<file path="src/design/vmsh_map.svh">
// Register map, field positions, reset values and fixed codes of the stop handler.
`ifndef VMSH_MAP_SVH
`define VMSH_MAP_SVH

// ----------------------------------------------------------------------------
// Register byte offsets
// ----------------------------------------------------------------------------
`define VMSH_OFF_CTRL      12'h000
`define VMSH_OFF_STATUS    12'h004
`define VMSH_OFF_EVENT     12'h008
`define VMSH_OFF_MASK      12'h00C
`define VMSH_OFF_SMOOTH    12'h010
`define VMSH_OFF_SERVO_ERR 12'h014
`define VMSH_OFF_SERVO_CODE 12'h018
`define VMSH_OFF_MINOR     12'h01C

// ----------------------------------------------------------------------------
// Control register fields
// ----------------------------------------------------------------------------
`define VMSH_CTRL_STOP      0
`define VMSH_CTRL_RAPID     1
`define VMSH_CTRL_SERVO_OFF 2
`define VMSH_CTRL_READY     3
`define VMSH_CTRL_CPU_RUN   4
`define VMSH_CTRL_CLUTCH    5
`define VMSH_CTRL_WIDTH     6
`define VMSH_CTRL_RESET     6'h00
`define VMSH_CMD_START      8
`define VMSH_CMD_R2V        9
`define VMSH_CMD_V2R        10
`define VMSH_CMD_ERR_RESET  11

// ----------------------------------------------------------------------------
// Event register fields (write one to clear)
// ----------------------------------------------------------------------------
`define VMSH_EV_MINOR      0
`define VMSH_EV_FORCED     1
`define VMSH_EV_SERVO      2
`define VMSH_EV_WATCHDOG   3
`define VMSH_EV_OTHER      4
`define VMSH_EV_ENC        5
`define VMSH_EV_SYNC       6
`define VMSH_EV_WIDTH      7
`define VMSH_EV_RESET      7'h00

// ----------------------------------------------------------------------------
// Codes and reset values
// ----------------------------------------------------------------------------
`define VMSH_MINOR_CODE    16'd200
`define VMSH_SMOOTH_RESET  16'h0064

`endif

</file>
<file path="src/design/vmsh_pkg.sv">
// Types shared by the stop handler and its stop-style arbiter.
package vmsh_pkg;

  // --------------------------------------------------------------------------
  // Operating modes and stop styles
  // --------------------------------------------------------------------------
  typedef enum logic [1:0] {
    VMSH_REAL = 2'b00,
    VMSH_RUN  = 2'b01,
    VMSH_STOP = 2'b11,
    VMSH_LOCK = 2'b10
  } vmsh_mode_e;

  typedef enum logic [1:0] {
    VMSH_NONE  = 2'b00,
    VMSH_DECEL = 2'b01,
    VMSH_RAPID = 2'b10,
    VMSH_IMMED = 2'b11
  } vmsh_style_e;

  // Stop causes present in the current operation cycle.
  typedef struct packed {
    logic stop;
    logic rapid;
    logic servo_off;
    logic ready_lost;
    logic cpu_stop;
    logic forced;
    logic servo;
    logic watchdog;
    logic other;
    logic enc;
  } vmsh_cause_s;

  // The encoding orders styles by severity, so the larger code wins.
  function automatic vmsh_style_e vmsh_style_max(input vmsh_style_e a, input vmsh_style_e b);
    vmsh_style_max = (a > b) ? a : b;
  endfunction

endpackage

</file>
<file path="src/design/vmsh_cause_if.sv">
// Carries stop causes to the arbiter and the resolved stop style back.
`timescale 1ns/1ps
interface vmsh_cause_if;
  import vmsh_pkg::*;
  vmsh_cause_s cause;
  vmsh_style_e style;
  logic        lock;
  logic        to_real;
  logic        enc_stop;
  logic        sync_loss;
  modport arb (input cause, output style, lock, to_real, enc_stop, sync_loss);
  modport top (output cause, input style, lock, to_real, enc_stop, sync_loss);
endinterface

</file>
<file path="src/design/vmsh_stop_arbiter.sv">
// Resolves concurrent stop causes into one stop style and its consequences.
`timescale 1ns/1ps
module vmsh_stop_arbiter (
  vmsh_cause_if.arb cif
);
  import vmsh_pkg::*;

  // --------------------------------------------------------------------------
  // Per-style groups of causes
  // --------------------------------------------------------------------------
  wire         want_immed;
  wire         want_rapid;
  wire         want_decel;
  vmsh_style_e lo_style;

  assign want_immed = cif.cause.forced | cif.cause.watchdog;
  assign want_rapid = cif.cause.rapid | cif.cause.servo;
  assign want_decel = cif.cause.stop | cif.cause.servo_off | cif.cause.ready_lost |
                      cif.cause.cpu_stop | cif.cause.other | cif.cause.enc;

  assign lo_style  = vmsh_style_max(want_decel ? VMSH_DECEL : VMSH_NONE,
                                    want_rapid ? VMSH_RAPID : VMSH_NONE);
  assign cif.style = want_immed ? VMSH_IMMED : lo_style;

  // --------------------------------------------------------------------------
  // Consequences beyond the style
  // --------------------------------------------------------------------------
  // encoder error blocks continuation
  assign cif.lock      = want_immed | cif.cause.servo | cif.cause.enc;
  assign cif.to_real   = cif.cause.ready_lost | cif.cause.cpu_stop;
  assign cif.enc_stop  = cif.cause.servo_off | cif.to_real | cif.lock;
  assign cif.sync_loss = want_immed | cif.cause.servo;

endmodule // vmsh_stop_arbiter

</file>
<file path="src/design/vmsh_stop_handler.sv">
// Virtual-mode stop handler with APB registers, cause arbitration and interrupt.
//
// Function
// - Stop command decelerates, rapid stop command stops rapidly; clear and restart.
// - Servo-off decelerates; clutch open, servo on, close.
// - Ready drop: minor 200, decelerate, re-request.
// - CPU stop: minor 200, decelerate, re-request.
// - Forced stop: immediate, servo off, locked.
// - Servo error: flag, code, failing axis off.
// - Watchdog/reset/power loss: immediate stop, servo off.
// - Other errors decelerate, continue after removal.
// - Encoder error locks until real round trip.
// - Encoder inputs resume after mode round trip.
// - Sync-mismatch warning on desynchronising stops.
`timescale 1ns/1ps
`include "vmsh_map.svh"
module vmsh_stop_handler #(
  parameter int NUM_AXES    = 4,
  parameter bit ENC_MONITOR = 1'b0
) (
  input  wire logic                pclk,
  input  wire logic                presetn,
  input  wire logic                psel,
  input  wire logic                penable,
  input  wire logic                pwrite,
  input  wire logic [11:0]         paddr,
  input  wire logic [31:0]         pwdata,
  output logic      [31:0]         prdata,
  output logic                     pready,
  output logic                     pslverr,
  input  wire logic                forced_stop_pin,
  input  wire logic                watchdog_pin,
  input  wire logic                system_reset_pin,
  input  wire logic                power_loss_pin,
  input  wire logic                other_error_pin,
  input  wire logic                enc_error_pin,
  input  wire logic [NUM_AXES-1:0] servo_error_pin,
  input  wire logic [15:0]         servo_code_pin,
  output logic                     decel_stop,
  output logic                     rapid_stop,
  output logic      [NUM_AXES-1:0] immediate_stop,
  output logic      [NUM_AXES-1:0] servo_off,
  output logic                     enc_input_enable,
  output logic                     virtual_mode,
  output logic                     irq
);
  import vmsh_pkg::*;
  localparam int SW = 6 + NUM_AXES + 16;
  // --------------------------------------------------------------------------
  // Pin synchronisers
  // --------------------------------------------------------------------------
  logic [SW-1:0]       sync_a;
  logic [SW-1:0]       sync_b;
  logic [SW-1:0]       sync_q;
  wire  [SW-1:0]       pins;
  wire  [NUM_AXES-1:0] s_servo;
  wire  [15:0]         s_code;
  wire                 s_forced;
  wire                 s_wdt;
  wire                 s_other;
  wire                 s_enc;
  wire  [5:0]          rise;
  assign pins = {servo_code_pin, servo_error_pin, forced_stop_pin, watchdog_pin, system_reset_pin,
                 power_loss_pin, other_error_pin, enc_error_pin};
  // Two synchroniser flops and an edge flop per pin; the code bus is only read once the error level has settled.
  always_ff @(posedge pclk or negedge presetn) begin
    if (!presetn) begin
      sync_a <= '0;
      sync_b <= '0;
      sync_q <= '0;
    end else begin
      sync_a <= pins;
      sync_b <= sync_a;
      sync_q <= sync_b;
    end
  end

  // Named views of the synchronised pins and their rising edges.
  assign s_code   = sync_b[SW-1 -: 16];
  assign s_servo  = sync_b[6 +: NUM_AXES];
  assign s_forced = sync_b[5];
  assign s_wdt    = sync_b[4] | sync_b[3] | sync_b[2];
  assign s_other  = sync_b[1];
  assign s_enc    = sync_b[0];
  assign rise     = sync_b[5:0] & ~sync_q[5:0];
  // --------------------------------------------------------------------------
  // APB decode
  // --------------------------------------------------------------------------
  logic [`VMSH_CTRL_WIDTH-1:0] ctrl;
  logic [`VMSH_EV_WIDTH-1:0]   event_q;
  logic [`VMSH_EV_WIDTH-1:0]   mask;
  logic [15:0]                 smooth;
  logic [NUM_AXES-1:0]         servo_err;
  logic [15:0]                 servo_code;
  logic [15:0]                 minor_code;
  logic [15:0]                 timer;
  vmsh_mode_e                  mode;
  vmsh_style_e                 style_q;
  wire                         wr;
  wire                         rd_setup;
  wire                         hit;
  wire                         wr_ctrl;
  wire                         start_p;
  wire                         r2v_p;
  wire                         v2r_p;
  wire                         err_reset_p;
  logic [31:0]                 rd_mux;
  // Zero wait states: the access phase always completes on its first edge.
  assign pready   = 1'b1;
  assign wr       = psel & penable & pwrite;
  assign rd_setup = psel & ~penable & ~pwrite;
  assign hit      = (paddr[11:5] == 7'h00) && (paddr[1:0] == 2'b00);
  assign pslverr  = psel & penable & ~hit;
  assign wr_ctrl  = wr && (paddr == `VMSH_OFF_CTRL);
  // Command bits above the stored ones are single-cycle pulses, never stored.
  assign start_p     = wr_ctrl & pwdata[`VMSH_CMD_START];
  assign r2v_p       = wr_ctrl & pwdata[`VMSH_CMD_R2V];
  assign v2r_p       = wr_ctrl & pwdata[`VMSH_CMD_V2R];
  assign err_reset_p = wr_ctrl & pwdata[`VMSH_CMD_ERR_RESET];
  // Read selection; unmapped words read as zero.
  always_comb begin
    rd_mux = 32'h0000_0000;
    unique case (paddr)
      `VMSH_OFF_CTRL:       rd_mux[`VMSH_CTRL_WIDTH-1:0] = ctrl;
      `VMSH_OFF_STATUS:     rd_mux[7:0] = {2'b00, enc_input_enable, irq, style_q, mode};
      `VMSH_OFF_EVENT:      rd_mux[`VMSH_EV_WIDTH-1:0] = event_q;
      `VMSH_OFF_MASK:       rd_mux[`VMSH_EV_WIDTH-1:0] = mask;
      `VMSH_OFF_SMOOTH:     rd_mux[15:0] = smooth;
      `VMSH_OFF_SERVO_ERR:  rd_mux[NUM_AXES-1:0] = servo_err;
      `VMSH_OFF_SERVO_CODE: rd_mux[15:0] = servo_code;
      `VMSH_OFF_MINOR:      rd_mux[15:0] = minor_code;
      default:              rd_mux = 32'h0000_0000;
    endcase
  end

  // Read data is captured in the setup cycle so it leaves a flop.
  always_ff @(posedge pclk or negedge presetn) begin
    if (!presetn) begin
      prdata <= 32'h0000_0000;
    end else if (rd_setup) begin
      prdata <= rd_mux;
    end
  end

  // Writable configuration registers.
  always_ff @(posedge pclk or negedge presetn) begin
    if (!presetn) begin
      ctrl   <= `VMSH_CTRL_RESET;
      mask   <= `VMSH_EV_RESET;
      smooth <= `VMSH_SMOOTH_RESET;
    end else if (wr) begin
      if (paddr == `VMSH_OFF_CTRL)   ctrl   <= pwdata[`VMSH_CTRL_WIDTH-1:0];
      if (paddr == `VMSH_OFF_MASK)   mask   <= pwdata[`VMSH_EV_WIDTH-1:0];
      if (paddr == `VMSH_OFF_SMOOTH) smooth <= pwdata[15:0];
    end
  end

  // --------------------------------------------------------------------------
  // Cause collection and arbitration
  // --------------------------------------------------------------------------
  vmsh_cause_if cif ();
  wire active;
  wire clutch_rise;
  logic clutch_q;
  // Causes only count while the virtual axes are in operation.
  assign active = (mode != VMSH_REAL);
  assign cif.cause.stop       = active & ctrl[`VMSH_CTRL_STOP];
  assign cif.cause.rapid      = active & ctrl[`VMSH_CTRL_RAPID];
  assign cif.cause.servo_off  = active & ctrl[`VMSH_CTRL_SERVO_OFF];
  assign cif.cause.ready_lost = active & ~ctrl[`VMSH_CTRL_READY];
  assign cif.cause.cpu_stop   = active & ~ctrl[`VMSH_CTRL_CPU_RUN];
  assign cif.cause.forced     = active & s_forced;
  assign cif.cause.servo      = active & (|s_servo);
  assign cif.cause.watchdog   = active & s_wdt;
  assign cif.cause.other      = active & s_other;
  assign cif.cause.enc        = active & s_enc;
  assign clutch_rise          = ctrl[`VMSH_CTRL_CLUTCH] & ~clutch_q;

  vmsh_stop_arbiter u_arb (
    .cif (cif.arb)
  );
  // --------------------------------------------------------------------------
  // Mode state machine
  // --------------------------------------------------------------------------
  vmsh_mode_e  next_mode;
  vmsh_style_e next_style;
  logic [15:0] next_timer;
  wire         can_enter;
  wire         resume;
  assign can_enter = ctrl[`VMSH_CTRL_READY] & ctrl[`VMSH_CTRL_CPU_RUN] & ~s_forced & ~s_wdt &
                     ~event_q[`VMSH_EV_SYNC];
  assign resume = start_p | (clutch_rise & ~ctrl[`VMSH_CTRL_SERVO_OFF]);
  always_comb begin
    next_mode  = mode;
    next_style = style_q;
    next_timer = (timer != 16'h0000) ? timer - 16'h0001 : timer;
    unique case (mode)
      VMSH_REAL: begin
        next_style = VMSH_NONE;
        if (r2v_p && can_enter) next_mode = VMSH_RUN;
      end
      VMSH_RUN: begin
        if (cif.style != VMSH_NONE) begin
          next_style = cif.style;
          next_timer = smooth;
          next_mode  = cif.lock ? VMSH_LOCK : VMSH_STOP;
        end
      end
      VMSH_STOP: begin
        next_style = vmsh_style_max(style_q, cif.style);
        if (cif.lock) begin
          next_mode = VMSH_LOCK;
        end else if (timer == 16'h0000 && cif.to_real) begin
          next_mode = VMSH_REAL;
        end else if (timer == 16'h0000 && cif.style == VMSH_NONE && resume) begin
          next_style = VMSH_NONE;
          next_mode  = VMSH_RUN;
        end
      end
      VMSH_LOCK: begin
        next_style = vmsh_style_max(style_q, cif.style);
        if (v2r_p && !s_forced && !s_wdt) next_mode = VMSH_REAL;
      end
    endcase
  end

  always_ff @(posedge pclk or negedge presetn) begin
    if (!presetn) begin
      mode     <= VMSH_REAL;
      style_q  <= VMSH_NONE;
      timer    <= 16'h0000;
      clutch_q <= 1'b0;
    end else begin
      mode     <= next_mode;
      style_q  <= next_style;
      timer    <= next_timer;
      clutch_q <= ctrl[`VMSH_CTRL_CLUTCH];
    end
  end

  // --------------------------------------------------------------------------
  // Error flags, codes and sticky events
  // --------------------------------------------------------------------------
  logic [`VMSH_EV_WIDTH-1:0] ev_set;
  wire  [`VMSH_EV_WIDTH-1:0] ev_clr;
  wire  [NUM_AXES-1:0]       servo_set;
  wire                       minor_set;
  assign minor_set = cif.to_real & (mode == VMSH_RUN);
  assign servo_set = s_servo & {NUM_AXES{active}};
  assign ev_clr    = (wr && paddr == `VMSH_OFF_EVENT) ? pwdata[`VMSH_EV_WIDTH-1:0] : `VMSH_EV_RESET;
  always_comb begin
    ev_set                   = `VMSH_EV_RESET;
    ev_set[`VMSH_EV_MINOR]   = minor_set;
    ev_set[`VMSH_EV_FORCED]  = rise[5] & active;
    ev_set[`VMSH_EV_SERVO]   = |(servo_set & ~servo_err);
    ev_set[`VMSH_EV_WATCHDOG] = (rise[4] | rise[3] | rise[2]) & active;
    ev_set[`VMSH_EV_OTHER]   = rise[1] & active;
    ev_set[`VMSH_EV_ENC]     = rise[0] & active;
    ev_set[`VMSH_EV_SYNC]    = cif.sync_loss;
  end

  // A set in the same cycle as its clear wins over the clear.
  always_ff @(posedge pclk or negedge presetn) begin
    if (!presetn) begin
      event_q    <= `VMSH_EV_RESET;
      servo_err  <= '0;
      servo_code <= 16'h0000;
      minor_code <= 16'h0000;
      irq        <= 1'b0;
    end else begin
      event_q <= ev_set | (event_q & ~ev_clr);
      servo_err <= servo_set | (servo_err & ~{NUM_AXES{err_reset_p && mode == VMSH_REAL}});
      if (ev_set[`VMSH_EV_SERVO]) servo_code <= s_code;
      if (minor_set) minor_code <= `VMSH_MINOR_CODE;
      irq <= |((ev_set | (event_q & ~ev_clr)) & mask);
    end
  end

  // --------------------------------------------------------------------------
  // Output module and encoder drive
  // --------------------------------------------------------------------------
  wire                stopping;
  wire                imm_all;
  wire [NUM_AXES-1:0] next_imm;
  wire [NUM_AXES-1:0] next_off;
  logic               enc_en;
  wire                next_enc;
  assign stopping = (next_mode == VMSH_STOP) || (next_mode == VMSH_LOCK);
  assign imm_all  = stopping & (next_style == VMSH_IMMED);
  assign next_imm = {NUM_AXES{imm_all}} | (servo_set & {NUM_AXES{stopping}});
  assign next_off = next_imm | {NUM_AXES{(mode == VMSH_STOP) && timer == 16'h0000 &&
                                         ctrl[`VMSH_CTRL_SERVO_OFF]}};
  assign next_enc = ENC_MONITOR ? 1'b1 :
                    (mode == VMSH_REAL) ? (r2v_p & can_enter) | enc_en :
                    enc_en & ~cif.enc_stop;

  always_ff @(posedge pclk or negedge presetn) begin
    if (!presetn) begin
      decel_stop       <= 1'b0;
      rapid_stop       <= 1'b0;
      immediate_stop   <= '0;
      servo_off        <= '0;
      enc_en           <= 1'b0;
      enc_input_enable <= 1'b0;
      virtual_mode     <= 1'b0;
    end else begin
      decel_stop       <= stopping & (next_style == VMSH_DECEL);
      rapid_stop       <= stopping & (next_style == VMSH_RAPID);
      immediate_stop   <= next_imm;
      servo_off        <= next_off;
      enc_en           <= next_enc;
      enc_input_enable <= next_enc;
      virtual_mode     <= (next_mode != VMSH_REAL);
    end
  end
endmodule // vmsh_stop_handler

</file>
<file path="config.mk">
export PLATFORM = sky130hd
export DESIGN_NAME = vmsh_stop_handler
export DESIGN_NICKNAME = d
export VERILOG_FILES = /design/src/design/vmsh_pkg.sv /design/src/design/vmsh_cause_if.sv /design/src/design/vmsh_stop_arbiter.sv /design/src/design/vmsh_stop_handler.sv
export VERILOG_INCLUDE_DIRS = /design/src /design/src/design
export SDC_FILE = /design/constraint.sdc
export NUM_CORES = 1
export LEC_CHECK = 0
export BUFFER_PORTS_ARGS = -buffer_cell sky130_fd_sc_hd__buf_2
export CAP_MARGIN = 20
export CORE_MARGIN = 3
export CORE_UTILIZATION = 60
export CTS_BUF_LIST = sky130_fd_sc_hd__clkbuf_16
export DETAILED_ROUTE_END_ITERATION = 8
export PLACE_DENSITY = 0.93
export REMOVE_ABC_BUFFERS = 1
export SETUP_SLACK_MARGIN = 0.02
export SLEW_MARGIN = 20
export SYNTH_ARGS = -nofsm -noshare
export SYNTH_HDL_FRONTEND = slang
export SYNTH_SLANG_ARGS = --single-unit
</file>
<file path="constraint.sdc">
create_clock -name pclk -period 6.5 [get_ports pclk]
set_clock_uncertainty 0.15 [all_clocks]
set_input_delay 0.325 -clock pclk [delete_from_list [all_inputs] [get_ports pclk]]
set_output_delay 0.325 -clock pclk [all_outputs]
set_load 0.005 [all_outputs]
</file>
==> out/qor.yml <==
status: "complete, no violations"
finalWirelength_um: 17700
drive_gt1_frac: 0.252
synth-simple-area-share: 0.130
holdCritStartpoint: "pwdata[9]"
r2r-start: "sync_b[6]"
synth-compound-area-share: 0.109
diodes: 0
tightest_slew_ps: 968
maxSlewHeadroom: 0.353
rows: 38
critPathLaunch: "sync_b[6]"
synth_fa_ha_area_frac: 0.00724
grt_pass1_wl_um: 28200
final_nets: 784
crit_arrival_ps: 3220
p_leak_nw: 3.98
setup_ws_ps: 3420
synth-xor-area-share: 0.0139
hold_viol: 0
synth_seq_cells: 165
cts_setup_buffers: 0
reg2reg_slack_ps: 3420
endpoint_kind: "flip-flop"
gp_congestion: 0.926
overflow: 0
critPathRequiredTime_ps: 6640
drv_cap: 0
slew_violations: 0
finish.utilization: 0.749
postRouteAntennaNets: 0
start_util: 0.627
dr.first_iter.drc_count: 560
die_h_um: 113
core_area_sq_mm: 0.0110
htree_levels: 4
clk_latency_ps: 430
synth_top_family_by_area: "simple AND/OR/NAND/NOR gates"
ys_types: 64
cts_tree: "done"
ir_drop_uv: 244
synth-edff-count: 0
yosys.cell_count.top_type: "dfrtp_1"
yosysTopAreaCell: "dfrtp_1"
grt_max_degree: 94
rsz0062_at_grt: "false"
grt_pass1_vias: 5373
synth_top_cells_by_count: "162 x dfrtp_1, 59 x nor2_1, 45 x mux2_2, 35 x a21oi_1, 35 x nand2_1"
async_flop_share: 1.00
drc: 0
dp_slack_ps: 3320
synth_area_leaders: "dfrtp_1 59%, mux2_2 7.3%, nor2_1 3.2%, a21oi_1 2.5%, buf_4 2.1%"
routedWlPerCell_um: 20.6
numCtsBuffers: 17
critPathKind: "flip-flop to flip-flop"
path_max_fanout: 4
synth_top_area_frac: 0.587
max_freq_mhz: 324
fin_area_sq_mm: 0.00827
avgSynthCellArea_sq_um: 11.7
ys_seq_area_frac: 0.598
root_buffer: "clkbuf_16"
yosysWarnings: 0
setup_viol: 0
drtPass1Iterations: 5
die_w_um: 113
clk_pin_slew_worst_paths_ps: 70
cts.sinks: 165
grt_use_total: 0.290
via_per_inst: 6.21
die-area_sq_mm: 0.0128
finalCritPeriodShare: 0.474
syn-cell-area_sq_mm: 0.00691
totalNegativeSetupSlack_ps: 0
synthCells: 590
cts_buffer_depth: 2
p_per_area_mw_per_mm2: 265
period_minus_slack_ps: 3080
startpoint_type: "flip-flop"
worstHoldPathType: "input port to flip-flop"
pin_count: 122
antenna_found_initial: 0
dpl_cell_area_sq_mm: 0.00735
synth_mux_area_frac: 0.0918
num_vias: 5320
ys.flop_type: "dfrtp_1"
io_buffers: 88
hpwlAfterDp_um: 11900
area_growth_pct: 19.6
layer usage:
| layer | GRT usage | vias to the layer above | routed length (um) |
|---|---|---|---|
| li1 | - | 2298 | - |
| met1 | 0.370 | 2646 | 6760 |
| met2 | 0.477 | 316 | 8860 |
| met3 | 0.0663 | 60 | 1400 |
| met4 | 0.130 | 0 | 639 |
| met5 | 0 | - | 0 |
per-stage QoR:
| step | power, mW | hold slack, ps | std cells |
|---|---|---|---|
| floorplan | 1.12 | -121 | 564 |
| global placement | 1.18 | 182 | 794 |
| detailed placement | 1.19 | 185 | 794 |
| CTS | 2.19 | 22.7 | 857 |
| global route | 2.26 | 34.9 | 857 |
| finish | 2.19 | 39.6 | 857 |
critical path, stage by stage, from the launching register on:
cell and delay (ps):
dfrtp_1 410, or4_1 600, nor2_1 150, nand2_1 110
nand2_1 110, ha_1 260, o21ba_2 220, o31a_1 270
o21ai_0 90, a21oi_1 100, o22ai_1 360, a21oi_1 140
cells in the final DEF (no fill, tap or decap), types with 5 or more instances in the layout:
cell and count:
a22o_1 7, nand2b_1 5, dlygate4sd3_1 32, mux2i_1 6, a31oi_1 6, nor2b_1 6, a211oi_1 6, mux2_2 45
nand3_1 13, nand2_1 35, a21oi_1 35, clkbuf_16 17, nor3_1 9, buf_2 87, xnor2_1 5, inv_1 24
conb_1 17, a221oi_1 10, dfrtp_1 162, nor4_1 12, xor2_1 6, o21ai_0 22, nor2_1 59
where the power goes:
group	leakage, nW	internal [mW]	switching (mW)	total (mW)
sequential	2.03	1.05	0.0149	1.07
combinational	1.67	0.0489	0.0697	0.119
clock	0.278	0.598	0.407	1.01
registers in the layout, summed over array words and instances (netlist names), 2 cells and up:
signal	count
ctrl	6
immediate_stop	4
sync_a	26
prdata	16
servo_off	4
servo_err	4
style_q	2
mask	7
mode	2
sync_q	6
servo_code	16
sync_b	26
event_q	7
timer	16
smooth	16
cells by family (layout without fill, tap and decap cells):
logic type / after synthesis / after routing
and+or+nand+nor: 174 / 174
DFF: 165 / 165
AOI/OAI and AO/OA: 114 / 114
buffers and inverters: 64 / 176
muxes: 56 / 56
xor gates and xnor gates: 11 / 11
adders and majority gates: 4 / 4
other: 2 / 17
cell type report:
class                           instances  area, sq um
Clock buffer                           17          425
Clock inverter                         14          163
Fill cell                             681         2770
Inverter                               23         86.3
Multi-Input combinational cell        376         2500
Sequential cell                       165         4130
Tap cell                              140          175
Timing Repair Buffer                  122          782
path summary, 6_finish.rpt:
check / end / depth (start not counted)
setup / recovery: immediate_stop[2] / 11
hold / removal: smooth[9] / 2
setup reg to reg: immediate_stop[2] / 11
hold reg to reg: sync_b[20] / 0
max in group asynchronous: sync_a[19] / 3
min in group asynchronous: sync_b[4] / 2
timing repair:
action / 4_1_cts / 5_1_grt
hold buffers: 32 / 0
resized for setup: 0 / 0
endpoints found under the hold margin: 120 / 0
Power figures use the tool's default switching activity.
